`config.mk`:
```
export PLATFORM = sky130hd
export DESIGN_NAME = rscb_bank
export DESIGN_NICKNAME = d
export VERILOG_FILES = /design/src/verilog/rscb_pkg.sv /design/src/verilog/rscb_bank.sv
export VERILOG_INCLUDE_DIRS = /design/src /design/src/verilog
export SDC_FILE = /design/constraint.sdc
export NUM_CORES = 1
export LEC_CHECK = 0
export BUFFER_PORTS_ARGS = -buffer_cell sky130_fd_sc_hd__buf_2
export CORE_AREA = 2 2 84 86
export DETAILED_ROUTE_END_ITERATION = 7
export DIE_AREA = 0 0 86 88
export HOLD_SLACK_MARGIN = 0.02
export PLACE_DENSITY_LB_ADDON = 0.15
export SYNTH_ARGS = -nofsm -noshare
export SYNTH_HDL_FRONTEND = slang
export SYNTH_SLANG_ARGS = --single-unit
```
`constraint.sdc`:
```
create_clock -name i_clk -period 3.15 [get_ports i_clk]
set_clock_uncertainty 0.2 [all_clocks]
set_input_delay 0.315 -clock i_clk [delete_from_list [all_inputs] [get_ports i_clk]]
set_output_delay 0.315 -clock i_clk [all_outputs]
set_load 0.02 [all_outputs]
```
`src/verilog/rscb_cfg.svh`:
```
// register indices, field positions, reset values and bus codes of the readout status bank
// Behaviour
// - extended_config bit 1 set suppresses calibration events after the latency period
// - extended_config bit 0 set disables the delay-locked loop logic
// - status bit 7 out-of-sync flag sticks until realign command or reset
// - status bit 6 shows the current optical link ready level
// - bits 7..4 flag data-valid outside a readout cycle, channels D..A
// - readout sequence flags stay set until realign command or reset
// - bits 3..0 flag out-of-sequence FIFO almost-full, channels D..A
// - FIFO sequence flags stay set until realign command or reset
// - both status registers are read-only; a realign command clears their flags but not the link ready bit 6
// - calibration event starts after a software-set latency in clock cycles
`ifndef RSCB_CFG_SVH
`define RSCB_CFG_SVH

`define RSCB_ADDR_W 8
`define RSCB_IDX_SYNC_LINK_STATUS 6'h10
`define RSCB_IDX_READOUT_SEQ_STATUS 6'h11
`define RSCB_IDX_EXTENDED_CONFIG 6'h20
`define RSCB_IDX_CAL_LATENCY 6'h21
`define RSCB_IDX_IRQ_STATUS 6'h22
`define RSCB_IDX_IRQ_MASK 6'h23

`define RSCB_ECFG_DLL_OFF_BIT 0
`define RSCB_ECFG_CAL_SUPPRESS_BIT 1
`define RSCB_ECFG_WRITE_MASK 8'h03
`define RSCB_SYNC_OOS_BIT 7
`define RSCB_SYNC_LINK_READY_BIT 6
`define RSCB_RSEQ_LSB 4
`define RSCB_FSEQ_LSB 0
`define RSCB_CHANNELS 4

`define RSCB_IRQ_OOS_BIT 0
`define RSCB_IRQ_RSEQ_BIT 1
`define RSCB_IRQ_FSEQ_BIT 2
`define RSCB_IRQ_CAL_BIT 3

`define RSCB_ECFG_RESET 8'h00
`define RSCB_LATENCY_RESET 8'h01
`define RSCB_IRQ_MASK_RESET 4'h0

`define RSCB_RESP_OKAY 2'h0
`define RSCB_RESP_SLVERR 2'h2

`endif

```
`src/verilog/rscb_pkg.sv`:
```
// types shared by the readout status bank
package rscb_pkg;

	typedef enum logic [0:0] {
		RSCB_CAL_IDLE,
		RSCB_CAL_WAIT
	} rscb_cal_state_type;

	typedef enum logic [2:0] {
		RSCB_SEL_NONE,
		RSCB_SEL_SYNC,
		RSCB_SEL_RSEQ,
		RSCB_SEL_ECFG,
		RSCB_SEL_LAT,
		RSCB_SEL_IRQS,
		RSCB_SEL_IRQM
	} rscb_reg_sel_type;

endpackage

```
`src/verilog/rscb_bank.sv`:
```
// readout status and extended configuration bank with an AXI4-Lite slave
//
// The placing of the registers and the AXI4-Lite slave port were left to the implementer.
`timescale 1ns/100ps
`include "rscb_cfg.svh"

module rscb_bank
	import rscb_pkg::*;
(
	input wire logic i_clk,
	input wire logic i_reset,
	input wire logic i_axi_awvalid,
	output logic o_axi_awready,
	input wire logic [`RSCB_ADDR_W-1:0] i_axi_awaddr,
	input wire logic i_axi_wvalid,
	output logic o_axi_wready,
	input wire logic [31:0] i_axi_wdata,
	input wire logic [3:0] i_axi_wstrb,
	output logic o_axi_bvalid,
	input wire logic i_axi_bready,
	output logic [1:0] o_axi_bresp,
	input wire logic i_axi_arvalid,
	output logic o_axi_arready,
	input wire logic [`RSCB_ADDR_W-1:0] i_axi_araddr,
	output logic o_axi_rvalid,
	input wire logic i_axi_rready,
	output logic [31:0] o_axi_rdata,
	output logic [1:0] o_axi_rresp,
	input wire logic i_realign_command,
	input wire logic i_out_of_sync_event,
	input wire logic i_optical_link_ready,
	input wire logic [`RSCB_CHANNELS-1:0] i_sample_valid_strobe,
	input wire logic [`RSCB_CHANNELS-1:0] i_readout_window,
	input wire logic [`RSCB_CHANNELS-1:0] i_fifo_seq_violation,
	input wire logic i_calibration_trigger,
	output logic o_calibration_event,
	output logic o_dll_disable,
	output logic o_irq
);

	// word index decode, shared by read and write paths
	function automatic rscb_reg_sel_type rscb_decode(input logic [`RSCB_ADDR_W-1:0] addr);
		rscb_reg_sel_type sel;
		sel = RSCB_SEL_NONE;
		if (addr[1:0] == 2'h0) begin
			case (addr[`RSCB_ADDR_W-1:2])
				`RSCB_IDX_SYNC_LINK_STATUS: sel = RSCB_SEL_SYNC;
				`RSCB_IDX_READOUT_SEQ_STATUS: sel = RSCB_SEL_RSEQ;
				`RSCB_IDX_EXTENDED_CONFIG: sel = RSCB_SEL_ECFG;
				`RSCB_IDX_CAL_LATENCY: sel = RSCB_SEL_LAT;
				`RSCB_IDX_IRQ_STATUS: sel = RSCB_SEL_IRQS;
				`RSCB_IDX_IRQ_MASK: sel = RSCB_SEL_IRQM;
				default: sel = RSCB_SEL_NONE;
			endcase
		end
		return sel;
	endfunction

	logic aw_held_q;
	logic [`RSCB_ADDR_W-1:0] aw_addr_q;
	logic w_held_q;
	logic [31:0] w_data_q;
	logic [3:0] w_strb_q;
	logic bvalid_q;
	logic [1:0] bresp_q;
	logic rvalid_q;
	logic [31:0] rdata_q;
	logic [1:0] rresp_q;
	logic do_write;
	logic lane0_write;
	rscb_reg_sel_type wr_sel;
	rscb_reg_sel_type rd_sel;
	logic [7:0] rd_byte;

	logic [7:0] ext_config_q;
	logic [7:0] latency_q;
	logic chip_out_of_sync_flag_q;
	logic [`RSCB_CHANNELS-1:0] readout_seq_error_q;
	logic [`RSCB_CHANNELS-1:0] fifo_seq_error_q;
	logic [`RSCB_CHANNELS-1:0] readout_seq_set;
	logic [3:0] irq_status_q;
	logic [3:0] irq_mask_q;
	logic [3:0] irq_event;
	logic [3:0] irq_clear;

	rscb_cal_state_type cal_state_q;
	logic [7:0] cal_count_q;
	logic cal_expire;
	logic cal_event_q;

	// bus handshakes
	assign o_axi_awready = !aw_held_q && !bvalid_q;
	assign o_axi_wready = !w_held_q && !bvalid_q;
	assign o_axi_bvalid = bvalid_q;
	assign o_axi_bresp = bresp_q;
	assign o_axi_arready = !rvalid_q;
	assign o_axi_rvalid = rvalid_q;
	assign o_axi_rdata = rdata_q;
	assign o_axi_rresp = rresp_q;

	assign do_write = aw_held_q && w_held_q && !bvalid_q;
	assign wr_sel = rscb_decode(aw_addr_q);
	assign rd_sel = rscb_decode(i_axi_araddr);
	assign lane0_write = do_write && w_strb_q[0];

	// write address capture
	always_ff @(posedge i_clk) begin
		if (i_reset) begin
			aw_held_q <= 1'b0;
			aw_addr_q <= '0;
		end else if (i_axi_awvalid && o_axi_awready) begin
			aw_held_q <= 1'b1;
			aw_addr_q <= i_axi_awaddr;
		end else if (do_write) begin
			aw_held_q <= 1'b0;
		end
	end

	// write data capture
	always_ff @(posedge i_clk) begin
		if (i_reset) begin
			w_held_q <= 1'b0;
			w_data_q <= 32'h00000000;
			w_strb_q <= 4'h0;
		end else if (i_axi_wvalid && o_axi_wready) begin
			w_held_q <= 1'b1;
			w_data_q <= i_axi_wdata;
			w_strb_q <= i_axi_wstrb;
		end else if (do_write) begin
			w_held_q <= 1'b0;
		end
	end

	// write response; writes to read-only words are ignored with okay
	always_ff @(posedge i_clk) begin
		if (i_reset) begin
			bvalid_q <= 1'b0;
			bresp_q <= `RSCB_RESP_OKAY;
		end else if (do_write) begin
			bvalid_q <= 1'b1;
			bresp_q <= (wr_sel == RSCB_SEL_NONE) ? `RSCB_RESP_SLVERR : `RSCB_RESP_OKAY;
		end else if (i_axi_bready) begin
			bvalid_q <= 1'b0;
		end
	end

	// read word assembly
	always_comb begin
		rd_byte = 8'h00;
		case (rd_sel)
			RSCB_SEL_SYNC: begin
				rd_byte[`RSCB_SYNC_OOS_BIT] = chip_out_of_sync_flag_q;
				rd_byte[`RSCB_SYNC_LINK_READY_BIT] = i_optical_link_ready;
			end
			RSCB_SEL_RSEQ: begin
				rd_byte = {readout_seq_error_q, fifo_seq_error_q};
			end
			RSCB_SEL_ECFG: begin
				rd_byte = ext_config_q & `RSCB_ECFG_WRITE_MASK;
			end
			RSCB_SEL_LAT: begin
				rd_byte = latency_q;
			end
			RSCB_SEL_IRQS: begin
				rd_byte = {4'h0, irq_status_q};
			end
			RSCB_SEL_IRQM: begin
				rd_byte = {4'h0, irq_mask_q};
			end
			default: begin
				rd_byte = 8'h00;
			end
		endcase
	end

	// read channel
	always_ff @(posedge i_clk) begin
		if (i_reset) begin
			rvalid_q <= 1'b0;
			rdata_q <= 32'h00000000;
			rresp_q <= `RSCB_RESP_OKAY;
		end else if (i_axi_arvalid && o_axi_arready) begin
			rvalid_q <= 1'b1;
			rdata_q <= {24'h000000, rd_byte};
			rresp_q <= (rd_sel == RSCB_SEL_NONE) ? `RSCB_RESP_SLVERR : `RSCB_RESP_OKAY;
		end else if (i_axi_rready) begin
			rvalid_q <= 1'b0;
		end
	end

	// extended configuration, only the two defined bits store
	always_ff @(posedge i_clk) begin
		if (i_reset) begin
			ext_config_q <= `RSCB_ECFG_RESET;
		end else if (lane0_write && wr_sel == RSCB_SEL_ECFG) begin
			ext_config_q <= w_data_q[7:0] & `RSCB_ECFG_WRITE_MASK;
		end
	end

	assign o_dll_disable = ext_config_q[`RSCB_ECFG_DLL_OFF_BIT];

	// calibration latency
	always_ff @(posedge i_clk) begin
		if (i_reset) begin
			latency_q <= `RSCB_LATENCY_RESET;
		end else if (lane0_write && wr_sel == RSCB_SEL_LAT) begin
			latency_q <= w_data_q[7:0];
		end
	end

	// out-of-sync flag, realign wins over a set
	always_ff @(posedge i_clk) begin
		if (i_reset || i_realign_command) begin
			chip_out_of_sync_flag_q <= 1'b0;
		end else if (i_out_of_sync_event) begin
			chip_out_of_sync_flag_q <= 1'b1;
		end
	end

	// per-channel sequence error flags
	generate
		for (genvar ch = 0; ch < `RSCB_CHANNELS; ch++) begin : g_chan
			assign readout_seq_set[ch] = i_sample_valid_strobe[ch] && !i_readout_window[ch];

			always_ff @(posedge i_clk) begin
				if (i_reset || i_realign_command) begin
					readout_seq_error_q[ch] <= 1'b0;
				end else if (readout_seq_set[ch]) begin
					readout_seq_error_q[ch] <= 1'b1;
				end
			end

			always_ff @(posedge i_clk) begin
				if (i_reset || i_realign_command) begin
					fifo_seq_error_q[ch] <= 1'b0;
				end else if (i_fifo_seq_violation[ch]) begin
					fifo_seq_error_q[ch] <= 1'b1;
				end
			end
		end
	endgenerate

	// calibration latency timer
	assign cal_expire = (cal_state_q == RSCB_CAL_WAIT) && !i_calibration_trigger
		&& (cal_count_q <= 8'h01);

	always_ff @(posedge i_clk) begin
		if (i_reset) begin
			cal_state_q <= RSCB_CAL_IDLE;
			cal_count_q <= 8'h00;
		end else begin
			case (cal_state_q)
				RSCB_CAL_IDLE: begin
					if (i_calibration_trigger) begin
						cal_state_q <= RSCB_CAL_WAIT;
						cal_count_q <= latency_q;
					end
				end
				RSCB_CAL_WAIT: begin
					if (i_calibration_trigger) begin
						cal_count_q <= latency_q;
					end else if (cal_count_q <= 8'h01) begin
						cal_state_q <= RSCB_CAL_IDLE;
					end else begin
						cal_count_q <= 8'(cal_count_q - 8'h01);
					end
				end
				default: begin
					cal_state_q <= RSCB_CAL_IDLE;
				end
			endcase
		end
	end

	always_ff @(posedge i_clk) begin
		if (i_reset) begin
			cal_event_q <= 1'b0;
		end else begin
			cal_event_q <= cal_expire && !ext_config_q[`RSCB_ECFG_CAL_SUPPRESS_BIT];
		end
	end

	assign o_calibration_event = cal_event_q;

	// interrupt status, set wins over write-one-to-clear
	assign irq_event[`RSCB_IRQ_OOS_BIT] = i_out_of_sync_event && !i_realign_command;
	assign irq_event[`RSCB_IRQ_RSEQ_BIT] = (|readout_seq_set) && !i_realign_command;
	assign irq_event[`RSCB_IRQ_FSEQ_BIT] = (|i_fifo_seq_violation) && !i_realign_command;
	assign irq_event[`RSCB_IRQ_CAL_BIT] = cal_event_q;
	assign irq_clear = (lane0_write && wr_sel == RSCB_SEL_IRQS) ? w_data_q[3:0] : 4'h0;

	always_ff @(posedge i_clk) begin
		if (i_reset) begin
			irq_status_q <= 4'h0;
		end else begin
			irq_status_q <= (irq_status_q & ~irq_clear) | irq_event;
		end
	end

	always_ff @(posedge i_clk) begin
		if (i_reset) begin
			irq_mask_q <= `RSCB_IRQ_MASK_RESET;
		end else if (lane0_write && wr_sel == RSCB_SEL_IRQM) begin
			irq_mask_q <= w_data_q[3:0];
		end
	end

	assign o_irq = |(irq_status_q & irq_mask_q);

	// checks
	cal_fires_a: assert property (@(posedge i_clk) disable iff (i_reset)
		(cal_expire && !ext_config_q[`RSCB_ECFG_CAL_SUPPRESS_BIT]) |=> o_calibration_event)
		else $error("calibration event missing after latency");

	cal_suppress_a: assert property (@(posedge i_clk) disable iff (i_reset)
		o_calibration_event |-> !$past(ext_config_q[`RSCB_ECFG_CAL_SUPPRESS_BIT]))
		else $error("calibration event while suppressed");

	dll_write_a: assert property (@(posedge i_clk) disable iff (i_reset)
		(lane0_write && wr_sel == RSCB_SEL_ECFG) |=> (o_dll_disable == $past(w_data_q[0])))
		else $error("dll disable does not follow write");

	oos_sticky_a: assert property (@(posedge i_clk) disable iff (i_reset)
		(chip_out_of_sync_flag_q && !i_realign_command) |=> chip_out_of_sync_flag_q)
		else $error("out-of-sync flag dropped");

	link_mirror_a: assert property (@(posedge i_clk) disable iff (i_reset)
		(i_axi_arvalid && o_axi_arready && rd_sel == RSCB_SEL_SYNC)
		|=> (o_axi_rdata[`RSCB_SYNC_LINK_READY_BIT] == $past(i_optical_link_ready)))
		else $error("link ready bit not mirrored");

	rseq_set_a: assert property (@(posedge i_clk) disable iff (i_reset)
		(readout_seq_set[0] && !i_realign_command) |=> readout_seq_error_q[0])
		else $error("readout sequence flag not set");

	rseq_hold_a: assert property (@(posedge i_clk) disable iff (i_reset)
		!i_realign_command |=> ((readout_seq_error_q & $past(readout_seq_error_q))
		== $past(readout_seq_error_q)))
		else $error("readout sequence flag dropped");

	fseq_set_a: assert property (@(posedge i_clk) disable iff (i_reset)
		(i_fifo_seq_violation[3] && !i_realign_command) |=> fifo_seq_error_q[3])
		else $error("fifo sequence flag not set");

	fseq_hold_a: assert property (@(posedge i_clk) disable iff (i_reset)
		!i_realign_command |=> ((fifo_seq_error_q & $past(fifo_seq_error_q))
		== $past(fifo_seq_error_q)))
		else $error("fifo sequence flag dropped");

	realign_clear_a: assert property (@(posedge i_clk) disable iff (i_reset)
		i_realign_command |=> (!chip_out_of_sync_flag_q && readout_seq_error_q == 4'h0
		&& fifo_seq_error_q == 4'h0))
		else $error("status not cleared by realign");

	cal_latency_a: assert property (@(posedge i_clk) disable iff (i_reset)
		(i_calibration_trigger && latency_q == 8'h03 && !ext_config_q[1])
		##1 (!i_calibration_trigger && !ext_config_q[1])[*3] |=> o_calibration_event)
		else $error("calibration latency wrong");

	ecfg_reserved_a: assert property (@(posedge i_clk) disable iff (i_reset)
		(i_axi_arvalid && o_axi_arready && rd_sel == RSCB_SEL_ECFG)
		|=> (o_axi_rdata[7:2] == 6'h00))
		else $error("reserved config bits read non-zero");

	realign_wins_a: assert property (@(posedge i_clk) disable iff (i_reset)
		(i_realign_command && (i_out_of_sync_event || readout_seq_set != 4'h0
		|| i_fifo_seq_violation != 4'h0))
		|=> (!chip_out_of_sync_flag_q && readout_seq_error_q == 4'h0
		&& fifo_seq_error_q == 4'h0))
		else $error("set beat realign");

endmodule

```
**Yosys cells after proc, flatten, opt, wreduce, memory -nomap -nowiden**

Cells that the tools add are included.

- Output and inout bits: 44
- Input bits: 75
- Logic and storage cells: 127
- Memory bits (read-only): 0
- Bits in latches: 0
- Register bits: 70
- Memory bits (writable): 0
- Memories: 0

- Magnitude comparators: 1
- Bitwise logic cells: 5
- Mux-type cells: 24
- Add/sub/neg operators: 1
- Equality and inequality tests: 24
- Reductions and logical operators: 46
- Shift operators: 0
- $mul: 0
- Divide/modulo/power cells: 0

Operator list:

| kind | number |
|---|---|
| $eq 6x6->1 const B | 8 |
| $pmux 3 s6 | 2 |
| $pmux 6 s5 | 1 |
| $eq 6x5->1 const B | 4 |
| $mux 8 | 3 |
| $logic_and 1x1->1 | 22 |
| $eq 3x3->1 const B | 6 |
| $pmux 8 s2 | 1 |
| $reduce_or 4->1 | 3 |
| $logic_not 1->1 | 11 |
| $mux 1 | 10 |
| $eq 3x2->1 const B | 3 |
| $and 4x4->4 | 2 |
| $le 8x1->1 const B | 1 |
| $reduce_bool 2->1 | 4 |
| $sub 8x1->8 const B | 1 |
| $logic_not 3->1 | 2 |
| $mux 3 | 2 |
| $pmux 2 s3 | 1 |
| $logic_not 2->1 | 2 |
| $mux 2 | 2 |
| $mux 4 | 1 |
| $not 4->4 | 1 |
| $or 4x4->4 | 1 |
| other kinds (7) | 7 |

**Depth between registers and ports, before layout**

Gate-level depths: netlist of the first run.

- Depth in word-level cells: 9
- Mapped depth: 6

**Worst setup path after synthesis of the first run**

Ideal clock, no wire load.

- Path kind: register -> register
- From: register cal_count_q[2]
- To: register cal_count_q[4]
- Data required time: 2.818 ns
- Arrival: 1.641 ns
- Stages on the path, launching flop included: 5
- Path slack: 1.177 ns
- Library setup time: 0.132 ns
- Path through: dfxtp_1 -> or4_4 -> or3_1 -> a21oi_1 -> o32ai_1

- Cells in the longest elaborated chain, start to end: 4
- Elaborated cells on any way between the ends: 7
- Classes of those cells: 1 x add/sub; 1 x order compare; 1 x eq/ne; 3 x mux; 1 x reduce/logical

Ends and longest elaborated chain:

| what | RTL line | RTL |
|---|---|---|
| from (decl) | rscb_bank.sv:87 | `logic [7:0] cal_count_q;` |
| from (signal assigned) | rscb_bank.sv:256 | `cal_count_q <= latency_q;` |
| from (signal assigned) | rscb_bank.sv:261 | `cal_count_q <= latency_q;` |
| from (signal assigned) | rscb_bank.sv:265 | `cal_count_q <= 8'(cal_count_q - 8'h01);` |
| $sub 8x1->8 | rscb_bank.sv:265 |  |
| $mux 8 | rscb_bank.sv:262 | `end else if (cal_count_q <= 8'h01) begin` |
| $mux 8 | rscb_bank.sv:260 | `if (i_calibration_trigger) begin` |
| $pmux 8 s2 | rscb_bank.sv:252 | `case (cal_state_q)` |

Several ways; a longest one is shown, not always the timed one. The select of a mux whose other input is x is not followed.
A chain may end at the register's enable or synchronous reset.

**Worst setup path after layout of the first run**

Same ends and word-level chain as after synthesis.

==> results of run 1 <==
## what timing repair did
item,CTS,global route
gates resized for setup,0,0
hold buffers,22,0
hold endpoints to repair,22,0
endpoints found under the setup margin,0,0
## path summary, 6_finish.rpt
kind	startpoint	endpoint
worst min register to register	fifo_seq_error_q[1]	o_axi_rdata[1]
worst min-delay path	i_axi_awaddr[2]	aw_addr_q[2]
worst max register to register	cal_count_q[2]	cal_count_q[4]
worst max-delay path	cal_count_q[2]	cal_count_q[4]
## cell type report
class	instances	area (um2)
timing repair buffer	88	553.0
clock buffer	10	127.6
multi-input combinational	267	1649
fill	599	2691
clock inverter	6	112.6
tap	80	100.1
sequential	68	1361
inverter	13	48.80
## synth_stat cells, types with 5 or more instances
cell type / instances / share of area, %
sky130_fd_sc_hd__nor2_1: 42 / 4.9
sky130_fd_sc_hd__nand2b_1: 6 / 1.2
sky130_fd_sc_hd__dfxtp_1: 68 / 42
sky130_fd_sc_hd__inv_1: 13 / 1.5
sky130_fd_sc_hd__nand2_1: 32 / 3.7
sky130_fd_sc_hd__nor2b_1: 9 / 1.8
sky130_fd_sc_hd__o21a_1: 9 / 2.1
sky130_fd_sc_hd__a22oi_1: 6 / 1.4
sky130_fd_sc_hd__nand3_1: 6 / 0.94
sky130_fd_sc_hd__buf_4: 26 / 6.1
sky130_fd_sc_hd__o21ai_0: 14 / 2.2
sky130_fd_sc_hd__nor3_1: 5 / 0.78
sky130_fd_sc_hd__mux2i_1: 22 / 6.9
sky130_fd_sc_hd__clkbuf_1: 12 / 1.4
sky130_fd_sc_hd__a21oi_1: 25 / 3.9
## per-stage QoR
step	util (%)	power [mW]	hold slack, ns
2_1_floorplan	-	1.140	0.2159
3_3_place_gp	52.56	1.186	0.2231
3_5_place_dp	52.56	1.189	0.2385
4_1_cts	59.49	2.078	0.02412
5_1_grt	59.49	2.156	0.03699
6_report	59.49	2.062	0.03724
## critical path: stages, from the launching register on
cell and delay [ns]:
sky130_fd_sc_hd__dfxtp_1 0.35, sky130_fd_sc_hd__or4_4 0.60, sky130_fd_sc_hd__or3_1 0.41, sky130_fd_sc_hd__a21oi_1 0.35, sky130_fd_sc_hd__o32ai_1 0.14
## kinds of logic (layout without fill, tap and decap cells)
| logic type | count (synthesis) | in the layout | synth area share, % |
|---|---|---|---|
| AO/OA/AOI/OAI | 81 | 81 | 17.19 |
| flip-flops | 68 | 68 | 42.42 |
| AND/OR/NAND/NOR | 129 | 129 | 20.58 |
| other | 1 | 26 | 0.1168 |
| multiplexers | 26 | 26 | 8.967 |
| buffers and inverters | 52 | 117 | 9.123 |
| adder cells (fa/ha/maj) | 2 | 2 | 0.7796 |
| XOR/XNOR | 3 | 3 | 0.8189 |
## per-layer routing
metal / share of wire [%] / GRT usage (%) / vias to the layer above
met3: 4.5 / 4.524 / 9
met5: 0 / 0 / -
met1: 45 / 24.31 / 1262
li1: - / - / 1404
met2: 49 / 33.76 / 82
met4: 1.5 / 8.369 / 0
## power groups by stage
stage	clock network, mW	registers, mW	logic [mW]
finish	0.870	0.926	0.266
global route	0.928	0.932	0.295
CTS	0.888	0.927	0.264
detailed placement	0	0.946	0.242
floorplan	0	0.942	0.198
global placement	0	0.945	0.240
## sequential cells by signal, summed over array words and instances (netlist names), 2 cells and up
register and cells:
o_axi_rdata 8, aw_addr_q 8, ext_config_q 2, irq_mask_q 4, fifo_seq_error_q 4, latency_q 8
w_data_q 8, cal_count_q 8, irq_status_q 4, readout_seq_error_q 4
==> results.sh, run 1 <==
export IMPL_ys_seq_area_share_pct=42.42
export IMPL_endpoint_kind="flip-flop"
export IMPL_final_setup_worst_slack_ns=0.9723
export IMPL_postSynthCellCount=362
export IMPL_fin_setup_tns_ns=0
export IMPL_post_cts_setup_buffers=0
export IMPL_cap_violations=0
export IMPL_synth_ff_latch_count=68
export IMPL_cts_buffers=9
export IMPL_critPathMaxFanout=6
export IMPL_tritoncts="built"
export IMPL_number_of_sinks_driven_by_the_clock_tree=68
export IMPL_routed_wirelength_um=7186
export IMPL_drt_antenna_violating_nets=0
export IMPL_drcViolationCount=0
export IMPL_pwr_share_clk_pct=42.2
export IMPL_final_nets=524
export IMPL_switching_share_pct=25.64
export IMPL_clkTransAtPathRegs_ns=0.08
export IMPL_die_height_um=88
export IMPL_post_layout_nonfiller_instances=532
export IMPL_core_area_mm2=0.006644
export IMPL_die_width_um=86
export IMPL_hold_path_class="input port to flip-flop"
export IMPL_grt_overflow=0
export IMPL_vias=2757
export IMPL_initial_core_util_pct=48.31
export IMPL_floorplan_die_area_mm2=0.007568
export IMPL_grt_use_total_pct=19.87
export IMPL_placed_cells=494
export IMPL_layout_cells_most_common_list="sky130_fd_sc_hd__dfxtp_1 (68), sky130_fd_sc_hd__buf_2 (65), sky130_fd_sc_hd__nor2_1 (42)"
export IMPL_grt_start_max_net_pins=56
export IMPL_worstMarginPinSlew_ns=0.9742
export IMPL_synth_cell_area_mm2=0.003209
export IMPL_gp_congestion=0.8433
export IMPL_synth_edf_count=0
export IMPL_ctsLongestPathBuffers=2
export IMPL_buffer_ports_inserted=65
export IMPL_power_internal_mw=1.533
export IMPL_final_area_mm2=0.003953
export IMPL_setup_worst_path_start_class="flip-flop"
export IMPL_timing_max_transition_violations_final=0
export IMPL_powerDensity_mw_per_mm2=521.7
export IMPL_fin_crit_ns=2.178
export IMPL_leakagePower_nw=1.738
export IMPL_place_hpwl_um=5135
export IMPL_finalHoldViolCount=0
export IMPL_root_buffer="sky130_fd_sc_hd__clkbuf_8"
export IMPL_worst_slack_after_detailed_placement_ns=0.9926
export IMPL_hold_depth=3
export IMPL_asyncSetResetFlopFracSynth_pct=0
export IMPL_drt_iter0_drc=141
export IMPL_arrival_ns=2.19
export IMPL_rsz0062_at_grt="false"
export IMPL_run_status="finished, final reports clean"
export IMPL_r2r_slack_ns=0.97
export IMPL_timing_setup_critical_path_class="flip-flop to flip-flop"
export IMPL_report_final_setup_viol=0
export IMPL_worst_ir_drop_vdd_mv=0.2777
export IMPL_avgSynthCellArea_um2=8.866
export IMPL_worstPathRequired_ns=3.16
export IMPL_boundaryPins=119
export IMPL_num_antenna_cells=0
export IMPL_layout_area_overhead_vs_synth_pct=23.16
export IMPL_htree_depth=3
export IMPL_post_drt_wl_per_cell_um=13.51
export IMPL_grt_pass1_wl_um=11700
export IMPL_mostFrequentLayoutCell="sky130_fd_sc_hd__dfxtp_1"
export IMPL_first_global_vias=2550
export IMPL_drt_pass1_iterations=4
export IMPL_placed_cell_area_mm2=0.003492
export IMPL_rr_worst_depth=4
export IMPL_placement_rows=30
export IMPL_synthFlopType="sky130_fd_sc_hd__dfxtp_1"
export IMPL_slew_limit_headroom_pct=34.45
export IMPL_yosysUniqueCellTypes=54
export IMPL_clock_insertion_delay_worst_skew_ns=0.34
export IMPL_final_period_utilization_pct=69.13
export IMPL_seqPwrFrac_pct=44.9
export IMPL_comb_power_share_pct=12.9
export IMPL_grt_antenna_before_repair=0
export IMPL_vias_per_cell=5.182
export IMPL_netSwitchingPower_mw=0.5287
export IMPL_max_freq_mhz=459.2
export IMPL_layout_cells_sized_above_1_pct=20.80
export IMPL_yosys_warnings=0
Power figures use the tool's default switching activity.
==> run 2, diff against run 1 <==
CORE_AREA = 2 2 89 91   (was 2 2 84 86)
DIE_AREA = 0 0 91 93   (was 0 0 86 88)
clock period = 2 ns   (was 3.15 ns; I/O delays follow)
==> results.sh, run 2 (synthesis results as in run 1) <==
export IMPL_timing_setup_critical_path_class="flip-flop to flip-flop"
export IMPL_rsz0062_at_grt="false"
export IMPL_post_layout_nonfiller_instances=577
export IMPL_vias_per_cell=4.948
export IMPL_arrival_ns=1.98
export IMPL_filler_cell_count=713
export IMPL_worstMarginPinSlew_ns=0.5438
export IMPL_final_period_utilization_pct=98.50
export IMPL_critical_path_max_stage_delay_ns=0.55
export IMPL_gp_congestion=0.8336
export IMPL_clkTransAtPathRegs_ns=0.08
export IMPL_slew_limit_headroom_pct=63.61
export IMPL_layout_core_utilization_pct=55.90
export IMPL_worstPathRequired_ns=2.01
export IMPL_die_height_um=93
export IMPL_layout_area_overhead_vs_synth_pct=31.11
export IMPL_drt_iter0_drc=150
export IMPL_cp_slowest_cell="sky130_fd_sc_hd__or4_4"
export IMPL_leakagePower_nw=1.856
export IMPL_buffer_ports_inserted=65
export IMPL_mostFrequentLayoutCell="sky130_fd_sc_hd__dfxtp_1"
export IMPL_crit_reg2reg_capture="cal_count_q[4]"
export IMPL_report_final_setup_viol=0
export IMPL_layout_cells_most_common_list="sky130_fd_sc_hd__dfxtp_1 (68), sky130_fd_sc_hd__buf_2 (65), sky130_fd_sc_hd__nor2_1 (42)"
export IMPL_clock_insertion_delay_worst_skew_ns=0.34
export IMPL_endpoint_kind="flip-flop"
export IMPL_layout_cells_sized_above_1_pct=22.95
export IMPL_fin_crit_ns=1.970
export IMPL_critPathMaxFanout=4
export IMPL_grt_start_max_net_pins=35
export IMPL_routed_wirelength_um=7564
export IMPL_drt_antenna_violating_nets=0
export IMPL_floorplan_die_area_mm2=0.008463
export IMPL_root_buffer="sky130_fd_sc_hd__clkbuf_8"
export IMPL_timing_max_transition_violations_final=0
export IMPL_max_freq_mhz=507.6
export IMPL_place_hpwl_um=5439
export IMPL_min_delay_start="i_sample_valid_strobe[0]"
export IMPL_number_of_sinks_driven_by_the_clock_tree=68
export IMPL_hold_path_class="input port to flip-flop"
export IMPL_grt_pass1_wl_um=12900
export IMPL_critPathTopFamily="simple AND/OR/NAND/NOR gates"
export IMPL_placement_rows=32
export IMPL_crit_path_cell_trace="or4_4 > or3_1 > a21oi_4 > o32ai_1"
export IMPL_final_nets=547
export IMPL_num_antenna_cells=0
export IMPL_hold_depth=3
export IMPL_cap_violations=0
export IMPL_placed_cells=529
export IMPL_htree_depth=3
export IMPL_finalHoldViolCount=0
export IMPL_fin_setup_tns_ns=0
export IMPL_tritoncts="built"
export IMPL_die_width_um=91
export IMPL_drcViolationCount=0
export IMPL_vias=2855
export IMPL_ctsLongestPathBuffers=2
export IMPL_cp_num_buf_inv=0
export IMPL_r2r_start="cal_count_q[2]"
export IMPL_grt_use_total_pct=18.97
export IMPL_cts_buffers=9
export IMPL_initial_core_util_pct=42.64
export IMPL_boundaryPins=119
export IMPL_hold_path_endpoint="readout_seq_error_q[0]"
export IMPL_setup_worst_path_start_class="flip-flop"
export IMPL_grt_overflow=0
export IMPL_first_global_vias=2799
export IMPL_post_drt_wl_per_cell_um=13.11
export IMPL_drt_pass1_iterations=4
export IMPL_rr_worst_depth=4
export IMPL_core_area_mm2=0.007527
export IMPL_run_status="finished, final reports clean"
export IMPL_worst_ir_drop_vdd_mv=0.3633
export IMPL_powerDensity_mw_per_mm2=799.6
export IMPL_grt_antenna_before_repair=0
export IMPL_r2r_slack_ns=0.03
==> run 2: changes by cell type in the layout (fill, tap and decap cells not counted) <==
cell / previous run / this run
sky130_fd_sc_hd__a21oi_1: 25 / 24
sky130_fd_sc_hd__clkbuf_1: 1 / 0
sky130_fd_sc_hd__clkinv_2: 1 / 0
sky130_fd_sc_hd__a21oi_4: 0 / 1
sky130_fd_sc_hd__clkbuf_8: 9 / 11
sky130_fd_sc_hd__dlygate4sd3_1: 22 / 32
sky130_fd_sc_hd__buf_4: 1 / 14
==> run 2: worst max-delay path by stage <==
| stage | to | slack, ns | depth (start not counted) | startpoint |
|---|---|---|---|---|
| 6_report | cal_count_q[4] | 0.03 | 4 | cal_count_q[2] |
| 5_1_grt | cal_count_q[4] | 0.002 | 4 | cal_count_q[2] |
| 4_1_cts | cal_count_q[4] | 0.04 | 4 | cal_count_q[2] |
| 3_5_place_dp | cal_count_q[4] | -0.04 | 4 | cal_count_q[2] |
| 3_3_place_gp | cal_count_q[4] | -0.008 | 4 | cal_count_q[2] |
| 2_1_floorplan | cal_count_q[4] | 0.03 | 4 | cal_count_q[2] |
==> run 2: repair_timing <==
action / CTS / global route
endpoints found under the hold margin: 35 / 0
setup buffers: 0 / 0
gates resized for setup: 1 / 1
setup endpoints to repair: 3 / 4
hold buffers: 32 / 0
pin swaps: 0 / 1
==> run 2: area by class of cell <==
| class | count | area (um2) | area share (%) |
|---|---|---|---|
| Clock buffer | 11 | 151.4 | 3.598 |
| Sequential cell | 68 | 1361 | 32.35 |
| Inverter | 13 | 48.80 | 1.160 |
| Clock inverter | 5 | 107.6 | 2.557 |
| Tap cell | 102 | 127.6 | 3.033 |
| Timing Repair Buffer | 111 | 750.7 | 17.84 |
| Multi-Input combinational cell | 267 | 1660 | 39.46 |
==> run 2: report_power, final <==
| group | switching (mW) | internal (mW) |
|---|---|---|
| clock | 0.536 | 0.901 |
| sequential | 0.0442 | 1.41 |
| combinational | 0.262 | 0.211 |
| total | 0.842 | 2.52 |
==> run 2: worst register-to-register path: cells and delay by family, from the launching register on <==
kind | cells | cell delay, ns
and+or+nand+nor | 2 | 1.00
AOI/OAI and AO/OA | 2 | 0.34
DFF | 1 | 0.31
==> run 2: per-layer routing <==
layer	share of wire [%]	track usage, %
met1	45	23.04
met2	49	32.41
met3	4.4	3.465
met4	2.2	9.343
met5	0	0
==> run 2: through the flow <==
step	power, mW	worst slack (ns)	cell area, um2	hold slack [ns]
6_report	3.364	0.03001	4208	0.07067
5_1_grt	3.510	0.001635	4208	0.07274
4_1_cts	3.396	0.03987	4200	0.05155
3_5_place_dp	1.903	-0.04045	3617	0.2174
3_3_place_gp	1.897	-0.007568	3617	0.2123
2_1_floorplan	1.795	0.02738	3303	0.1102
==> run 3, diff against run 2 <==
SETUP_SLACK_MARGIN = 0.15   (was default)
==> results.sh, run 3 (synthesis results as in run 1) <==
export IMPL_ctsLongestPathBuffers=2
export IMPL_htree_depth=3
export IMPL_number_of_sinks_driven_by_the_clock_tree=68
export IMPL_grt_use_total_pct=18.74
export IMPL_finalHoldViolCount=0
export IMPL_core_area_mm2=0.007527
export IMPL_cts_buffers=9
export IMPL_drt_pass1_iterations=6
export IMPL_filler_cell_count=733
export IMPL_hold_depth=3
export IMPL_m1WireLength_um=3416
export IMPL_floorplan_die_area_mm2=0.008463
export IMPL_post_drt_wl_per_cell_um=13.49
export IMPL_die_width_um=91
export IMPL_drt_antenna_violating_nets=0
export IMPL_vias=2869
export IMPL_grt_antenna_before_repair=0
export IMPL_vias_per_cell=5.007
export IMPL_detailroute_wirelength_met3_um=398
export IMPL_max_freq_mhz=519.3
export IMPL_num_antenna_cells=0
export IMPL_boundaryPins=119
export IMPL_slew_limit_headroom_pct=62.03
export IMPL_timing_setup_critical_path_class="flip-flop to flip-flop"
export IMPL_worstMarginPinSlew_ns=0.5674
export IMPL_fin_crit_ns=1.926
export IMPL_powerDensity_mw_per_mm2=774.1
export IMPL_total_power_mw=3.241
export IMPL_route_met2_wl_um=3697
export IMPL_endpoint_kind="flip-flop"
export IMPL_fin_setup_tns_ns=0
export IMPL_arrival_ns=1.93
export IMPL_gp_congestion=0.8183
export IMPL_clkTransAtPathRegs_ns=0.07
export IMPL_placement_rows=32
export IMPL_layout_area_overhead_vs_synth_pct=30.45
export IMPL_maxUsedRoutingLayer="met4"
export IMPL_clock_insertion_delay_worst_skew_ns=0.34
export IMPL_critPathMaxFanout=6
export IMPL_cap_violations=0
export IMPL_tritoncts="built"
export IMPL_leakagePower_nw=1.819
export IMPL_initial_core_util_pct=42.64
export IMPL_drt_iter0_drc=99
export IMPL_final_nets=543
export IMPL_layout_cells_sized_above_1_pct=23.35
export IMPL_worstPathRequired_ns=2.01
export IMPL_setup_worst_path_start_class="flip-flop"
export IMPL_root_buffer="sky130_fd_sc_hd__clkbuf_8"
export IMPL_first_global_vias=2709
export IMPL_grt_overflow=0
export IMPL_report_final_setup_viol=0
export IMPL_routed_wirelength_um=7728
export IMPL_rr_worst_depth=4
export IMPL_worst_ir_drop_vdd_mv=0.4701
export IMPL_hold_path_class="input port to flip-flop"
export IMPL_grt_start_max_net_pins=33
export IMPL_drcViolationCount=0
export IMPL_run_status="finished, final reports clean"
export IMPL_grt_pass1_wl_um=12580
export IMPL_final_period_utilization_pct=96.28
export IMPL_buffer_ports_inserted=65
export IMPL_die_height_um=93
export IMPL_timing_max_transition_violations_final=0
export IMPL_place_hpwl_um=5442
export IMPL_rsz0062_at_grt="true"
export IMPL_mostFrequentLayoutCell="sky130_fd_sc_hd__dfxtp_1"
export IMPL_layout_cells_most_common_list="sky130_fd_sc_hd__dfxtp_1 (66), sky130_fd_sc_hd__buf_2 (65), sky130_fd_sc_hd__nor2_1 (42)"
## run 3: cell type report
class	count	area, um2	share of cell area, %
multi-input combinational	267	1692	40.41
clock inverter	3	67.56	1.614
tap	102	127.6	3.048
clock buffer	13	168.9	4.035
inverter	13	48.80	1.166
sequential	68	1364	32.58
timing repair buffer	107	718.2	17.15
## run 3: final timing paths
path	from	endpoint	slack, ns
setup reg to reg	cal_count_q[3]	cal_count_q[4]	0.07
hold reg to reg	o_axi_rdata[0]	o_axi_rdata[0]	0.24
hold / removal	i_sample_valid_strobe[3]	readout_seq_error_q[3]	0.07
setup / recovery	cal_count_q[3]	cal_count_q[4]	0.07
## run 3: per-layer routing
metal,GRT usage (%),vias to the layer above
met4,10.10,0
li1,-,1443
met1,22.59,1314
met2,30.93,93
met5,0,-
met3,4.593,19
## run 3: critical path, cell delays in order (launching register included)
cell                      delay, ns
sky130_fd_sc_hd__dfxtp_2       0.34
sky130_fd_sc_hd__or4_4         0.59
sky130_fd_sc_hd__or3_4         0.38
sky130_fd_sc_hd__a21oi_4       0.18
sky130_fd_sc_hd__o32ai_1       0.10
## run 3: stage by stage
stage | instances | util [%] | area, um2 | hold slack (ns) | setup slack, ns
after floorplan | 387 | - | 3321 | 0.1102 | 0.1436
after global placement | 524 | 47.79 | 3597 | 0.2123 | 0.09058
after detailed placement | 524 | 47.79 | 3597 | 0.2188 | 0.06124
after CTS | 571 | 55.10 | 4148 | 0.05125 | 0.08173
after global routing | 573 | 55.62 | 4187 | 0.08871 | 0.02363
final | 573 | 55.62 | 4187 | 0.06984 | 0.07440
## run 3: what timing repair did
| action | in CTS | in global routing |
|---|---|---|
| setup endpoints to repair | 7 | 18 |
| hold buffers | 31 | 0 |
| cloned | 0 | 0 |
| buffers inserted | 0 | 2 |
| gates resized for setup | 2 | 3 |
| pin swaps | 5 | 8 |
| endpoints found under the hold margin | 34 | 0 |
## run 3: where the power goes
part	switching [mW]	internal [mW]	total (mW)
Combinational	0.264	0.210	0.474
Sequential	0.0462	1.41	1.46
Clock	0.504	0.805	1.31
Total	0.814	2.43	3.24
